`config.mk`:
```
export PLATFORM = sky130hd
export DESIGN_NAME = adc_parallel_output_formatter
export DESIGN_NICKNAME = d
export VERILOG_FILES = /design/src/pkg/adc_fmt_pkg.sv /design/src/adc_parallel_output_formatter.sv
export SDC_FILE = /design/constraint.sdc
export NUM_CORES = 1
export LEC_CHECK = 0
export ABC_AREA = 1
export BUFFER_PORTS_ARGS = -buffer_cell sky130_fd_sc_hd__buf_2
export CAP_MARGIN = 15
export CORE_MARGIN = 2
export CORE_UTILIZATION = 45
export DETAILED_ROUTE_END_ITERATION = 7
export SLEW_MARGIN = 40
export SYNTH_ARGS = -nofsm -noshare
export SYNTH_HDL_FRONTEND = slang
export SYNTH_SLANG_ARGS = --single-unit
```
`constraint.sdc`:
```
create_clock -name ref_clk_i -period 1.1 [get_ports ref_clk_i]
set_input_delay 0.11 -clock ref_clk_i [delete_from_list [all_inputs] [get_ports ref_clk_i]]
set_output_delay 0.11 -clock ref_clk_i [all_outputs]
set_load 0.005 [all_outputs]
```
`src/pkg/adc_fmt_pkg.sv`:
```
/*
  Constants and carrier types for the parallel output formatter of a
  pipelined 12-bit sampling converter.
  Assumes the converter core hands over offset-binary codes with over and
  under full-scale flags on the system clock.
*/
// Summary of operation
// - Each result leaves as one 12-bit word, every bit as a true and complementary pair.
// - Bit 11 of the word is the most significant bit, bits counting down to bit 0.
// - Format select low gives two's complement, high gives offset binary.
// - Format select resets low, giving two's complement until the pin level passes the two-stage synchroniser.
// - A sample above positive or below negative full scale drives the true range flag high.
// - The complementary range flag is always the inverse of the true one.
// - A sample is taken on each low to high edge of the sampling clock.
// - A forwarded data clock pair follows the conversion clock for the receiver.
// - Each word appears 11 conversion cycles after its sample, captured on the next rising edge.
// - Full-scale codes are FFF and 000 in binary, 7FF and 800 in two's complement.
// - Above positive full scale the word holds the positive full-scale code and flags range.
package adc_fmt_pkg;

  // Word geometry
  localparam int unsigned WORD_W  = 12;
  localparam int unsigned MSB_POS = 11;

  // Conversion cycles from sample to presented word
  localparam int unsigned LATENCY = 11;

  // Full-scale codes in offset binary
  localparam logic [WORD_W-1:0] FS_POS_BIN = 12'hFFF;
  localparam logic [WORD_W-1:0] FS_NEG_BIN = 12'h000;

  // Full-scale codes in two's complement
  localparam logic [WORD_W-1:0] FS_POS_TWOS = 12'h7FF;
  localparam logic [WORD_W-1:0] FS_NEG_TWOS = 12'h800;

  // Values after reset
  localparam logic [WORD_W-1:0] WORD_RST = 12'h000;
  localparam logic              FMT_RST  = 1'b0;
  localparam logic              CLK_RST  = 1'b0;

  // One pipelined sample: code and its range flag
  typedef struct packed {
    logic [WORD_W-1:0] code;
    logic              oor;
  } sample_t;

  // One differential output word with its range flag pair
  typedef struct packed {
    logic [WORD_W-1:0] word_true;
    logic [WORD_W-1:0] word_comp;
    logic              flag_true;
    logic              flag_comp;
  } out_word_t;

endpackage

```
`src/adc_parallel_output_formatter.sv`:
```
/*
  Output formatter: samples converter results on the rising edge of the
  sampling clock, delays them by a fixed pipeline and presents them as
  differential words with a range flag and a forwarded data clock.
  Assumes the sampling clock arrives asynchronously and is well below half
  the system clock rate; core code and flags are on the system clock.
*/
`timescale 1ns/100ps

module adc_parallel_output_formatter
(
  // Clock and reset
  input  wire logic                             ref_clk_i,
  input  wire logic                             rst_n_i,
  // Sampling clock and format select pins
  input  wire logic                             conv_clk_i,
  input  wire logic                             fmt_sel_i,
  // Converter core result, offset binary
  input  wire logic [adc_fmt_pkg::WORD_W-1:0]   core_code_i,
  input  wire logic                             core_over_i,
  input  wire logic                             core_under_i,
  // Differential data word
  output logic      [adc_fmt_pkg::WORD_W-1:0]   data_true_o,
  output logic      [adc_fmt_pkg::WORD_W-1:0]   data_comp_o,
  // Differential range flag
  output logic                                  range_flag_true_o,
  output logic                                  range_flag_comp_o,
  // Forwarded data clock
  output logic                                  fwd_clock_true_o,
  output logic                                  fwd_clock_comp_o
);

  // Synchroniser and edge state
  logic conv_q1_r;
  logic conv_q2_r;
  logic conv_q3_r;
  logic fmt_q1_r;
  logic fmt_s_r;
  logic fwd_r;
  logic fwd_nxt;
  logic conv_edge;

  // Pipeline and output state
  adc_fmt_pkg::sample_t   pipe_r   [adc_fmt_pkg::LATENCY];
  adc_fmt_pkg::sample_t   pipe_nxt [adc_fmt_pkg::LATENCY];
  adc_fmt_pkg::sample_t   in_smp;
  adc_fmt_pkg::out_word_t out_r;
  adc_fmt_pkg::out_word_t out_nxt;

  // Rising edge of the synchronised sampling clock
  assign conv_edge = conv_q2_r & ~conv_q3_r;

  // Forwarded clock follows the conversion clock, rising with each new word
  always_comb
  begin
    fwd_nxt = conv_q2_r;
  end

  // Synchronisers, idle low select after reset
  always_ff @(posedge ref_clk_i or negedge rst_n_i)
  begin
    if (!rst_n_i)
    begin
      conv_q1_r <= adc_fmt_pkg::CLK_RST;
      conv_q2_r <= adc_fmt_pkg::CLK_RST;
      conv_q3_r <= adc_fmt_pkg::CLK_RST;
      fmt_q1_r  <= adc_fmt_pkg::FMT_RST;
      fmt_s_r   <= adc_fmt_pkg::FMT_RST;
      fwd_r     <= adc_fmt_pkg::CLK_RST;
    end
    else
    begin
      conv_q1_r <= conv_clk_i;
      conv_q2_r <= conv_q1_r;
      conv_q3_r <= conv_q2_r;
      fmt_q1_r  <= fmt_sel_i;
      fmt_s_r   <= fmt_q1_r;
      fwd_r     <= fwd_nxt;
    end
  end

  // Clamp the core result and flag range excursions
  always_comb
  begin
    in_smp.oor  = core_over_i | core_under_i;
    in_smp.code = core_code_i;
    if (core_over_i)
    begin
      in_smp.code = adc_fmt_pkg::FS_POS_BIN;
    end
    else if (core_under_i)
    begin
      in_smp.code = adc_fmt_pkg::FS_NEG_BIN;
    end
  end

  // Shift the pipeline and format the oldest sample on each sampling edge
  always_comb
  begin
    pipe_nxt = pipe_r;
    out_nxt  = out_r;
    if (conv_edge)
    begin
      pipe_nxt[0] = in_smp;
      for (int i = 1; i < adc_fmt_pkg::LATENCY; i++)
      begin
        pipe_nxt[i] = pipe_r[i-1];
      end
      out_nxt.word_true = pipe_r[adc_fmt_pkg::LATENCY-1].code;
      if (!fmt_s_r)
      begin
        // Two's complement flips the sign bit of the offset code
        out_nxt.word_true[adc_fmt_pkg::MSB_POS] =
          ~pipe_r[adc_fmt_pkg::LATENCY-1].code[adc_fmt_pkg::MSB_POS];
      end
      out_nxt.word_comp = ~out_nxt.word_true;
      out_nxt.flag_true = pipe_r[adc_fmt_pkg::LATENCY-1].oor;
      out_nxt.flag_comp = ~pipe_r[adc_fmt_pkg::LATENCY-1].oor;
    end
  end

  // Pipeline and output registers
  always_ff @(posedge ref_clk_i or negedge rst_n_i)
  begin
    if (!rst_n_i)
    begin
      for (int i = 0; i < adc_fmt_pkg::LATENCY; i++)
      begin
        pipe_r[i] <= '0;
      end
      out_r.word_true <= adc_fmt_pkg::WORD_RST;
      out_r.word_comp <= ~adc_fmt_pkg::WORD_RST;
      out_r.flag_true <= 1'b0;
      out_r.flag_comp <= 1'b1;
    end
    else
    begin
      pipe_r <= pipe_nxt;
      out_r  <= out_nxt;
    end
  end

  // Pins
  assign data_true_o       = out_r.word_true;
  assign data_comp_o       = out_r.word_comp;
  assign range_flag_true_o = out_r.flag_true;
  assign range_flag_comp_o = out_r.flag_comp;
  assign fwd_clock_true_o  = fwd_r;
  assign fwd_clock_comp_o  = ~fwd_r;

  // Checks on the output pairs, word coding, format select, range flag and pipeline
  a_data_pair_inverse: assert property (
    @(posedge ref_clk_i) disable iff (!rst_n_i)
    data_comp_o == ~data_true_o)
    else $error("data complement not inverse of true");

  a_flag_pair_inverse: assert property (
    @(posedge ref_clk_i) disable iff (!rst_n_i)
    range_flag_comp_o == ~range_flag_true_o)
    else $error("range flag complement not inverse");

  a_msb_sign_bit: assert property (
    @(posedge ref_clk_i) disable iff (!rst_n_i)
    conv_edge && !fmt_s_r |=>
      data_true_o[11] != $past(pipe_r[adc_fmt_pkg::LATENCY-1].code[11]))
    else $error("sign bit not flipped in two's complement");

  a_binary_format: assert property (
    @(posedge ref_clk_i) disable iff (!rst_n_i)
    conv_edge && fmt_s_r |=> data_true_o == $past(pipe_r[adc_fmt_pkg::LATENCY-1].code))
    else $error("offset binary word altered");

  a_fmt_idle_low: assert property (
    @(posedge ref_clk_i) disable iff (!rst_n_i)
    !fmt_sel_i [*2] |=> !fmt_s_r)
    else $error("low select did not give two's complement");

  a_range_capture: assert property (
    @(posedge ref_clk_i) disable iff (!rst_n_i)
    conv_edge && (core_over_i || core_under_i) |=> pipe_r[0].oor)
    else $error("out of range sample not flagged");

  a_edge_spacing: assert property (
    @(posedge ref_clk_i) disable iff (!rst_n_i)
    $changed(data_true_o) |-> $past(conv_edge))
    else $error("word changed without sampling edge");

  a_fwd_follows: assert property (
    @(posedge ref_clk_i) disable iff (!rst_n_i)
    $rose(fwd_clock_true_o) |-> $past(conv_edge) && fwd_clock_comp_o == 1'b0)
    else $error("forwarded clock out of step");

  a_latency_shift: assert property (
    @(posedge ref_clk_i) disable iff (!rst_n_i)
    conv_edge |=> pipe_r[adc_fmt_pkg::LATENCY-1] == $past(pipe_r[adc_fmt_pkg::LATENCY-2]))
    else $error("pipeline did not advance");

  a_fs_codes: assert property (
    @(posedge ref_clk_i) disable iff (!rst_n_i)
    range_flag_true_o |-> (data_true_o == adc_fmt_pkg::FS_POS_BIN ||
      data_true_o == adc_fmt_pkg::FS_NEG_BIN || data_true_o == adc_fmt_pkg::FS_POS_TWOS ||
      data_true_o == adc_fmt_pkg::FS_NEG_TWOS))
    else $error("flagged word is not a full-scale code");

  a_over_clamp: assert property (
    @(posedge ref_clk_i) disable iff (!rst_n_i)
    conv_edge && core_over_i |=> pipe_r[0].code == adc_fmt_pkg::FS_POS_BIN)
    else $error("over range sample not clamped");

  a_flag_with_word: assert property (
    @(posedge ref_clk_i) disable iff (!rst_n_i)
    conv_edge |=> range_flag_true_o == $past(pipe_r[adc_fmt_pkg::LATENCY-1].oor))
    else $error("range flag not aligned with word");

  c_over_range: cover property (
    @(posedge ref_clk_i) disable iff (!rst_n_i) $rose(range_flag_true_o));
  c_binary_mode: cover property (
    @(posedge ref_clk_i) disable iff (!rst_n_i) conv_edge && fmt_s_r);
  c_twos_mode: cover property (
    @(posedge ref_clk_i) disable iff (!rst_n_i) conv_edge && !fmt_s_r);

endmodule // adc_parallel_output_formatter

```
# ---- Word level (Yosys, flattened, before mapping)
# Index checks and enable logic that the tools add are counted.
dict set report op_classes {
  mux 4
  bitwise 6
}
# op n
set op_table {}
lappend op_table {{two-way mux 12 bit} 2}
lappend op_table {{inverter 12 bit} 1}
lappend op_table {{inverter 1 bit} 3}
lappend op_table {{two-way mux 1 bit} 2}
lappend op_table {{AND 1 bit} 1}
lappend op_table {{OR 1 bit} 1}
dict set report word_totals {
  register_bits 174
  inputBits 18
  word_cells 41
}

# ---- Longest topological paths before layout
# Gate-level depths: netlist (run 1).
dict set report logic_depth {
  ltp_word 4
  mapped_depth 6
  ltp_nobuf 5
}

# ---- Least setup slack after synthesis (run 1)
# Ideal clock, no wire load.
dict set report synth_timing {
  kind {reg-to-reg}
  from {register fwd_clock_true_o (netlist name)}
  to {register pipe_r[15] (netlist name)}
  t_arrival_ps 935
  required_time_ps 979
  slack_ps 44
  stages_incl_launch_ff 5
  path_buffers 2
  period_less_slack_ps 1056
  path_cell_list {dfrtp_1 nor2_2 buf_4 buf_2 o21ai_1}
}
# element line
set synth_rtl {}
lappend synth_rtl {{end signal, assigned} adc_parallel_output_formatter.sv:138} ;# pipe_r <= pipe_nxt;
lappend synth_rtl {{end, declared} adc_parallel_output_formatter.sv:44} ;# adc_fmt_pkg::sample_t pipe_r [adc_fmt_pkg::LATENCY];

==> out/metrics.yaml, run 1 <==
run_status:
  status: "finished with violations"
  violations: "negative setup slack"
sta:
  tightest_slew_ns: 0.3299
  rsz0062_at_grt: "true"
  clock_skew_ns: 0.005771
  max_freq_ghz: 0.7662
  layout_setup_ws_ns: -0.2052
  finalCritPeriodShare_pct: 118.7
  finalHoldViolations: 0
  setup-violations-final: 180
  max-slew-margin-rel_pct: 78.00
  fin_tns_setup_ns: -13.50
  drv_slew: 0
  period_needed_ns: 1.305
power:
  swShare_pct: 25.46
  ir_drop_v: 0.001035
  power_density_mw_per_mm2: 1950
  seq_power_share_pct: 48.9
  clkPwrFrac_pct: 36.0
  intPower_mw: 12.71
  p_leak_nw: 4.300
  power_frac_comb_pct: 15.1
  p_sw_mw: 4.343
yosys:
  yosysSeqAreaShare_pct: 66.48
  syn-cell-area_mm2: 0.006574
  yosys.area.top_type_share_pct: 61.29
  synthTopCellsByArea: "dfrtp_1, nand2_1, o21ai_0"
  syn_inst: 679
  synth_seq_cells: 174
  yosysTopAreaCell: "dfrtp_1"
  synthDistinctLibCells: 15
  synthesis.nets: 697
  post_synth.cell_area_avg_um2: 9.682
  yosys_warnings: 0
route:
  vias: 4679
  drtPass1Iterations: 4
  drt_iter0_drc: 285
  detail-route-antenna-nets: 0
  wire_per_inst_um: 14.28
  viasPerCell: 4.879
  drt_wl_total_mm: 13.69
  route.detailed.drc: 0
floorplan:
  ios: 46
  die_h_um: 124.9
  num_rows: 44
  dieWidth_um: 124.9
  start_util_pct: 45.58
  fp.dieArea_mm2: 0.01559
  core_mm2: 0.01442
place:
  place_inst: 884
  portBuffers: 45
  hpwl_mm: 6.930
  place_congestion: 0.7447
run:
  cap_violations: 0
cells_and_area:
  n_antenna_cell: 0
  finalNetCount: 780
  final_common_cell: "nand2_1"
  final_cell_mix: "nand2_1, dfrtp_1, o21ai_0"
  drive_gt1_share_pct: 27.74
  fillers: 1174
  areaGrowthSynthToFinish_pct: 33.04
  layout.cells.non_filler: 959
grt:
  overflow: 0
  grt_pass1_vias: 4783
  antenna_found_initial: 0
  grt_max_degree: 62
  track_usage_pct: 18.94
  grt_pass1_wl_mm: 23.40
cts:
  clkTransAtPathRegs_ns: 0.06
  cts.sinks: 174
  cts_tree: "done"
  clockRootBuffer: "clkbuf_16"
  clk_latency_ns: 0.43
  cts_made_buffers: 17
  h-tree-depth: 4
  cts_buffer_depth: 2
worst_hold_path:
  hold_class: "primary input to flop"
  hold_depth: 5
setup_path:
  ff2ff_path_depth: 7
  cp-end-kind: "flop"
  arrival_ns: 1.66
  worstSetupPathType: "flop to flop"
  start_kind: "flop"
  worst-path-max-fanout: 8
  crit_required_ns: 1.46
## flip-flops by register name, summed over array words and instances, names as in the netlist
signal,cells
range_flag_true_o,1
data_comp_o,12
range_flag_comp_o,1
conv_q1_r,1
fmt_q1_r,1
pipe_r,143
fmt_s_r,1
data_true_o,12
fwd_clock_true_o,1
conv_q2_r,1
## final timing paths
kind	from	slack, ns	to
worst max-delay path	fwd_clock_true_o	-0.21	pipe_r[47]
worst min-delay path	core_code_i[8]	0.01	pipe_r[139]
worst max register to register	fwd_clock_true_o	-0.21	pipe_r[47]
worst min register to register	fmt_q1_r	0.35	fmt_s_r
max in group asynchronous	rst_n_i	0.47	fwd_clock_true_o
min in group asynchronous	rst_n_i	0.07	data_true_o[6]
## final cells by class
cell class | count | area (um2) | area share (%)
clock inverters | 5 | 102.6 | 1.173
repair buffers | 103 | 1267 | 14.49
well taps | 184 | 230.2 | 2.632
inverters | 71 | 266.5 | 3.047
multi-input cells | 395 | 2004 | 22.92
flip-flops and latches | 174 | 4372 | 49.99
clock buffers | 27 | 503.0 | 5.751
## power groups by stage
stage	registers, mW	logic [mW]	clock network [mW]
after global placement	8.30	1.83	0
after floorplan	8.23	1.22	0
final	8.33	2.58	6.14
after CTS	8.27	2.44	6.22
after global routing	8.48	2.95	6.53
after detailed placement	8.35	1.91	0
## layer usage
metal,GRT usage (%),vias up,part of all wire (%)
li1,-,2280,-
met5,0,-,0
met3,4.510,21,3.8
met4,7.712,0,1.6
met1,24.25,2299,43
met2,31.21,79,51
## cell usage after synthesis
master,count
buf_6,4
nor2_1,1
nand2_1,247
dfrtp_1,161
nand2_2,1
nor2_2,1
nand3_1,2
inv_2,2
o21ai_1,27
inv_1,69
buf_4,20
o21ai_0,116
buf_2,13
dfstp_2,13
clkbuf_1,2
## critical path, stage by stage, from the launching register on
cell and delay, ns:
dfrtp_2 0.44, nor2_4 0.15, buf_6 0.14, buf_8 0.13, buf_12 0.12, buf_16 0.13
nand2_2 0.05, o21ai_1 0.07
## stage by stage
step	hold slack, ns	util (%)	cell area [um2]	setup WS [ns]	power [mW]
detailed placement	-0.05581	48.81	7041	-0.1156	10.26
floorplan	-0.1856	-	6574	0.04427	9.452
global route	0.01203	60.63	8746	-0.2606	17.96
finish	0.01151	60.63	8746	-0.2052	17.05
global placement	-0.05593	48.81	7041	-0.05526	10.13
CTS	0.0003241	59.45	8574	-0.1767	16.93
## cell families (layout without fill, tap and decap cells)
logic type	count (synthesis)	count (layout)	synth area share, %
AOI/OAI and AO/OA	143	143	10.89
DFF	174	174	66.48
and+or+nand+nor	252	252	14.50
buffers and inverters	110	206	8.127
## timing repair
action                                  in CTS  in global routing
hold endpoints to repair                   183                  0
pin swaps                                    7                 14
gates resized for setup                     95                 68
hold buffers                                11                  0
buffers inserted                            16                  5
endpoints found under the setup margin     174                184
gates cloned                                16                  1
(Power assumes the default switching activity.)
==> inputs of run 2 (changes only) <==
--- a/config.mk
+++ b/config.mk
@@ -10,7 +10,9 @@
 export CAP_MARGIN = 15
 export CORE_MARGIN = 2
 export CORE_UTILIZATION = 45
+export CTS_BUF_LIST = sky130_fd_sc_hd__clkbuf_16
 export DETAILED_ROUTE_END_ITERATION = 7
+export PLACE_DENSITY = 0.67
 export SLEW_MARGIN = 40
 export SYNTH_ARGS = -nofsm -noshare
 export SYNTH_HDL_FRONTEND = slang
==> constraint.sdc (replaced) <==
create_clock -name ref_clk_i -period 1.4 [get_ports ref_clk_i]
set_input_delay 0.14 -clock ref_clk_i [delete_from_list [all_inputs] [get_ports ref_clk_i]]
set_output_delay 0.14 -clock ref_clk_i [all_outputs]
set_load 0.005 [all_outputs]
==> out/metrics.yaml, run 2 (same netlist as run 1, synthesis figures left out) <==
setup_path:
  start_kind: "flop"
  ff2ff_path_depth: 5
  r2r-start: "fwd_clock_true_o"
  cp-end-kind: "flop"
  r2r_setup_slack_ns: 0.16
  arrival_ns: 1.56
  crit_required_ns: 1.72
  reg2reg_to: "pipe_r[116]"
  worstSetupPathType: "flop to flop"
  worst-path-max-fanout: 45
cells_and_area:
  fillers: 1284
  regArea_mm2: 0.004370
  final_cell_mix: "nand2_1, dfrtp_1, o21ai_0"
  drive_gt1_share_pct: 13.75
  n_antenna_cell: 0
  areaGrowthSynthToFinish_pct: 15.87
  final_core_util_pct: 52.81
  multi_input_area_mm2: 0.001679
  largest_reg_flops: 143
  top_register: "pipe_r"
  layout.cells.non_filler: 926
  fin_area_mm2: 0.007617
  finalNetCount: 747
  final_common_cell: "nand2_1"
grt:
  grt_pass1_vias: 4367
  overflow: 0
  grt_pass1_wl_mm: 19.92
  grt_max_degree: 46
  track_usage_pct: 15.72
  antenna_found_initial: 0
cts:
  cts.sinks: 174
  clk_latency_ns: 0.42
  clkTransAtPathRegs_ns: 0.06
  cts_tree: "done"
  clockRootBuffer: "clkbuf_16"
  cts_made_buffers: 17
  post-cts-setup-buffers: 0
  h-tree-depth: 4
  cts_buffer_depth: 2
sta:
  max_freq_ghz: 0.8087
  period_needed_ns: 1.237
  finalCritPeriodShare_pct: 88.33
  setup-violations-final: 0
  finalHoldViolations: 0
  layout_setup_ws_ns: 0.1634
  rsz0062_at_grt: "false"
  max-slew-margin-rel_pct: 70.22
  clock_skew_ns: 0.007150
  tightest_slew_ns: 0.4468
  fin_tns_setup_ns: 0
  holdWs_ns: 0.01164
  drv_slew: 0
route:
  viasPerCell: 4.711
  vias: 4362
  detail-route-antenna-nets: 0
  drt_wl_total_mm: 11.09
  drtPass1Iterations: 4
  route.detailed.drc: 0
  drt_iter0_drc: 286
  wire_per_inst_um: 11.98
floorplan:
  ios: 46
  core_mm2: 0.01442
  num_rows: 44
  dieWidth_um: 124.9
  start_util_pct: 45.58
  fp.dieArea_mm2: 0.01559
  die_h_um: 124.9
place:
  place_inst: 886
  preCtsSetupSlack_ns: 0.2000
  place_congestion: 0.7333
  portBuffers: 45
  placed_area_mm2: 0.007043
  hpwl_mm: 6.995
run_status:
  status: "complete, no violations"
run:
  cap_violations: 0
power:
  finalPower_mw: 11.93
  ir_drop_v: 0.0008506
  power_density_mw_per_mm2: 1566
  p_leak_nw: 3.746
worst_hold_path:
  hold_end: "pipe_r[135]"
  hold_depth: 5
  hold_class: "primary input to flop"
  min_from: "core_code_i[4]"
run 2: cell type report:
cell class	count	share of cell area (%)
Clock buffer	17	5.585
Clock inverter	15	0.9034
Inverter	71	3.499
Multi-Input combinational cell	395	22.04
Sequential cell	174	57.38
Tap cell	184	3.022
Timing Repair Buffer	70	7.572
run 2: worst max-delay path by stage:
stage                     start          end  slack [ns]  depth (start not counted)
2_1_floorplan  fwd_clock_true_o   pipe_r[15]        0.34                          4
3_3_place_gp          conv_q2_r  pipe_r[128]        0.21                          6
3_5_place_dp          conv_q2_r   pipe_r[48]        0.20                          5
4_1_cts        fwd_clock_true_o  pipe_r[116]        0.15                          5
5_1_grt        fwd_clock_true_o  pipe_r[116]        0.02                          5
6_report       fwd_clock_true_o  pipe_r[116]        0.16                          5
run 2: what timing repair did:
action / in CTS / in global routing
gates resized for setup: 0 / 0
endpoints found under the hold margin: 43 / 0
hold buffers: 8 / 0
run 2: routing by layer:
metal	wire length, um	track usage (%)	part of all wire (%)
met5	0	0	0
met3	430	3.866	3.9
met1	5180	19.75	47
met4	189	7.059	1.7
met2	5289	25.91	48
run 2: report_power, final:
part           internal [mW]  switching [mW]  leakage, nW  total, mW
clock                   2.19            1.77        0.258       3.95
combinational          0.623           0.872         1.25       1.50
sequential              6.04           0.439         2.24       6.48
total                   8.85            3.08         3.75       11.9
run 2: critical path, cell delays in order (launching register included):
cell and delay (ns):
dfrtp_1 0.41, inv_2 0.07, nand2_4 0.23, buf_12 0.24
nand2_1 0.09, o21ai_0 0.10
==> inputs of run 3 (changes only) <==
--- a/config.mk
+++ b/config.mk
@@ -12,8 +12,8 @@
 export CORE_UTILIZATION = 45
 export CTS_BUF_LIST = sky130_fd_sc_hd__clkbuf_16
 export DETAILED_ROUTE_END_ITERATION = 7
-export PLACE_DENSITY = 0.67
-export SLEW_MARGIN = 40
+export PLACE_DENSITY = 0.7
+export SLEW_MARGIN = 20
 export SYNTH_ARGS = -nofsm -noshare
 export SYNTH_HDL_FRONTEND = slang
 export SYNTH_SLANG_ARGS = --single-unit
==> constraint.sdc (replaced) <==
create_clock -name ref_clk_i -period 1.1 [get_ports ref_clk_i]
set_input_delay 0.055 -clock ref_clk_i [delete_from_list [all_inputs] [get_ports ref_clk_i]]
set_output_delay 0.055 -clock ref_clk_i [all_outputs]
set_load 0.005 [all_outputs]
==> out/metrics.yaml, run 3 (same netlist as run 1, synthesis figures left out) <==
power:
  power_density_mw_per_mm2: 1926
  p_leak_nw: 4.186
  ir_drop_v: 0.001300
cells_and_area:
  finalNetCount: 780
  top_register: "pipe_r"
  drive_gt1_share_pct: 26.06
  n_antenna_cell: 0
  final_cell_mix: "nand2_1, dfrtp_1, inv_1"
  final_common_cell: "nand2_1"
  largest_reg_flops: 143
  fillers: 1119
  areaGrowthSynthToFinish_pct: 30.15
grt:
  grt_max_degree: 50
  antenna_found_initial: 0
  overflow: 0
  track_usage_pct: 16.22
  grt_pass1_vias: 4468
  grt_pass1_wl_mm: 20.51
place:
  hpwl_mm: 6.540
  portBuffers: 45
  place_congestion: 0.7457
floorplan:
  ios: 46
  dieWidth_um: 124.9
  fp.dieArea_mm2: 0.01559
  num_rows: 44
  die_h_um: 124.9
  start_util_pct: 45.58
  core_mm2: 0.01442
route:
  drtPass1Iterations: 4
  viasPerCell: 4.889
  drt_wl_total_mm: 13.52
  drt_iter0_drc: 261
  vias: 4689
  detail-route-antenna-nets: 0
  route.detailed.drc: 0
  wire_per_inst_um: 14.10
sta:
  layout_setup_ws_ns: -0.1370
  setup-violations-final: 177
  finalHoldViolations: 0
  max_freq_ghz: 0.8084
  rsz0062_at_grt: "true"
  max-slew-margin-rel_pct: 77.12
  holdWs_ns: 0.08970
  tightest_slew_ns: 0.3433
  fin_tns_setup_ns: -9.546
  finalCritPeriodShare_pct: 112.5
  period_needed_ns: 1.237
  drv_slew: 0
  clock_skew_ns: 0.01237
setup_path:
  crit_required_ns: 1.44
  cp-end-kind: "flop"
  slowest_stage: "dfrtp_2"
  crit_family: "flip-flops"
  worst-path-max-fanout: 12
  crit_chain: "inv_2 -> nor2_4 -> buf_8 -> clkbuf_16 -> nand2_1 -> o21ai_1"
  critPathMaxStageDelay_ns: 0.43
  worstSetupPathType: "flop to flop"
  critPathLaunch: "conv_q2_r"
  start_kind: "flop"
  r2r-start: "conv_q2_r"
  path_buf_inv: 3
  arrival_ns: 1.58
cts:
  clockRootBuffer: "clkbuf_16"
  cts_buffer_depth: 2
  cts_made_buffers: 17
  clk_latency_ns: 0.43
  h-tree-depth: 4
  cts.sinks: 174
  clkTransAtPathRegs_ns: 0.06
  cts_tree: "done"
run:
  cap_violations: 0
run_status:
  violations: "negative setup slack"
  status: "finished with violations"
worst_hold_path:
  hold_class: "primary input to async pin"
run 3: final timing paths:
check                           depth (start not counted)              to  slack, ns
worst max register to register                          6      pipe_r[40]      -0.14
max in group asynchronous                               3     pipe_r[107]       0.45
worst min register to register                          0         fmt_s_r       0.36
min in group ref_clk_i                                  2        fmt_q1_r       0.27
worst max-delay path                                    6      pipe_r[40]      -0.14
worst min-delay path                                    2  data_true_o[5]       0.09
run 3: metrics by stage:
stage | utilization [%] | instance area, um2 | std cells | setup WS, ns | power, mW
after floorplan | - | 6574 | 679 | 0.04427 | 9.452
after global placement | 48.88 | 7051 | 887 | -0.05922 | 10.09
after detailed placement | 48.88 | 7051 | 887 | -0.1204 | 10.23
after CTS | 55.15 | 7955 | 944 | -0.1121 | 16.05
after global routing | 59.32 | 8556 | 959 | -0.1909 | 17.29
final | 59.32 | 8556 | 959 | -0.1370 | 16.48
run 3: layout make-up:
class / instances / area (um2) / share of cell area [%]
repair buffers: 103 / 1201 / 14.04
well taps: 184 / 230.2 / 2.691
clock inverters: 15 / 131.4 / 1.536
inverters: 71 / 269.0 / 3.144
multi-input cells: 395 / 1926 / 22.51
flip-flops and latches: 174 / 4373 / 51.11
clock buffers: 17 / 425.4 / 4.972
run 3: layer usage:
metal / global-route usage [%] / wire (um) / vias up
li1: - / - / 2280
met1: 20.87 / 5878 / 2291
met2: 26.62 / 6931 / 97
met3: 3.737 / 466 / 21
met4: 6.797 / 241 / 0
met5: 0 / 0 / -
run 3: timing repair:
| action | in CTS | in global routing |
|---|---|---|
| buffers inserted | 4 | 2 |
| hold buffers | 17 | 0 |
| gates cloned | 4 | 13 |
| endpoints found under the setup margin | 176 | 183 |
| hold endpoints to repair | 184 | 0 |
| pin swaps | 1 | 2 |
| gates resized for setup | 16 | 131 |
run 3: power breakdown:
| part | switching (mW) | internal, mW | total, mW |
|---|---|---|---|
| clock | 2.38 | 3.29 | 5.67 |
| sequential | 0.659 | 7.69 | 8.35 |
| combinational | 1.33 | 1.13 | 2.46 |
| total | 4.38 | 12.1 | 16.5 |
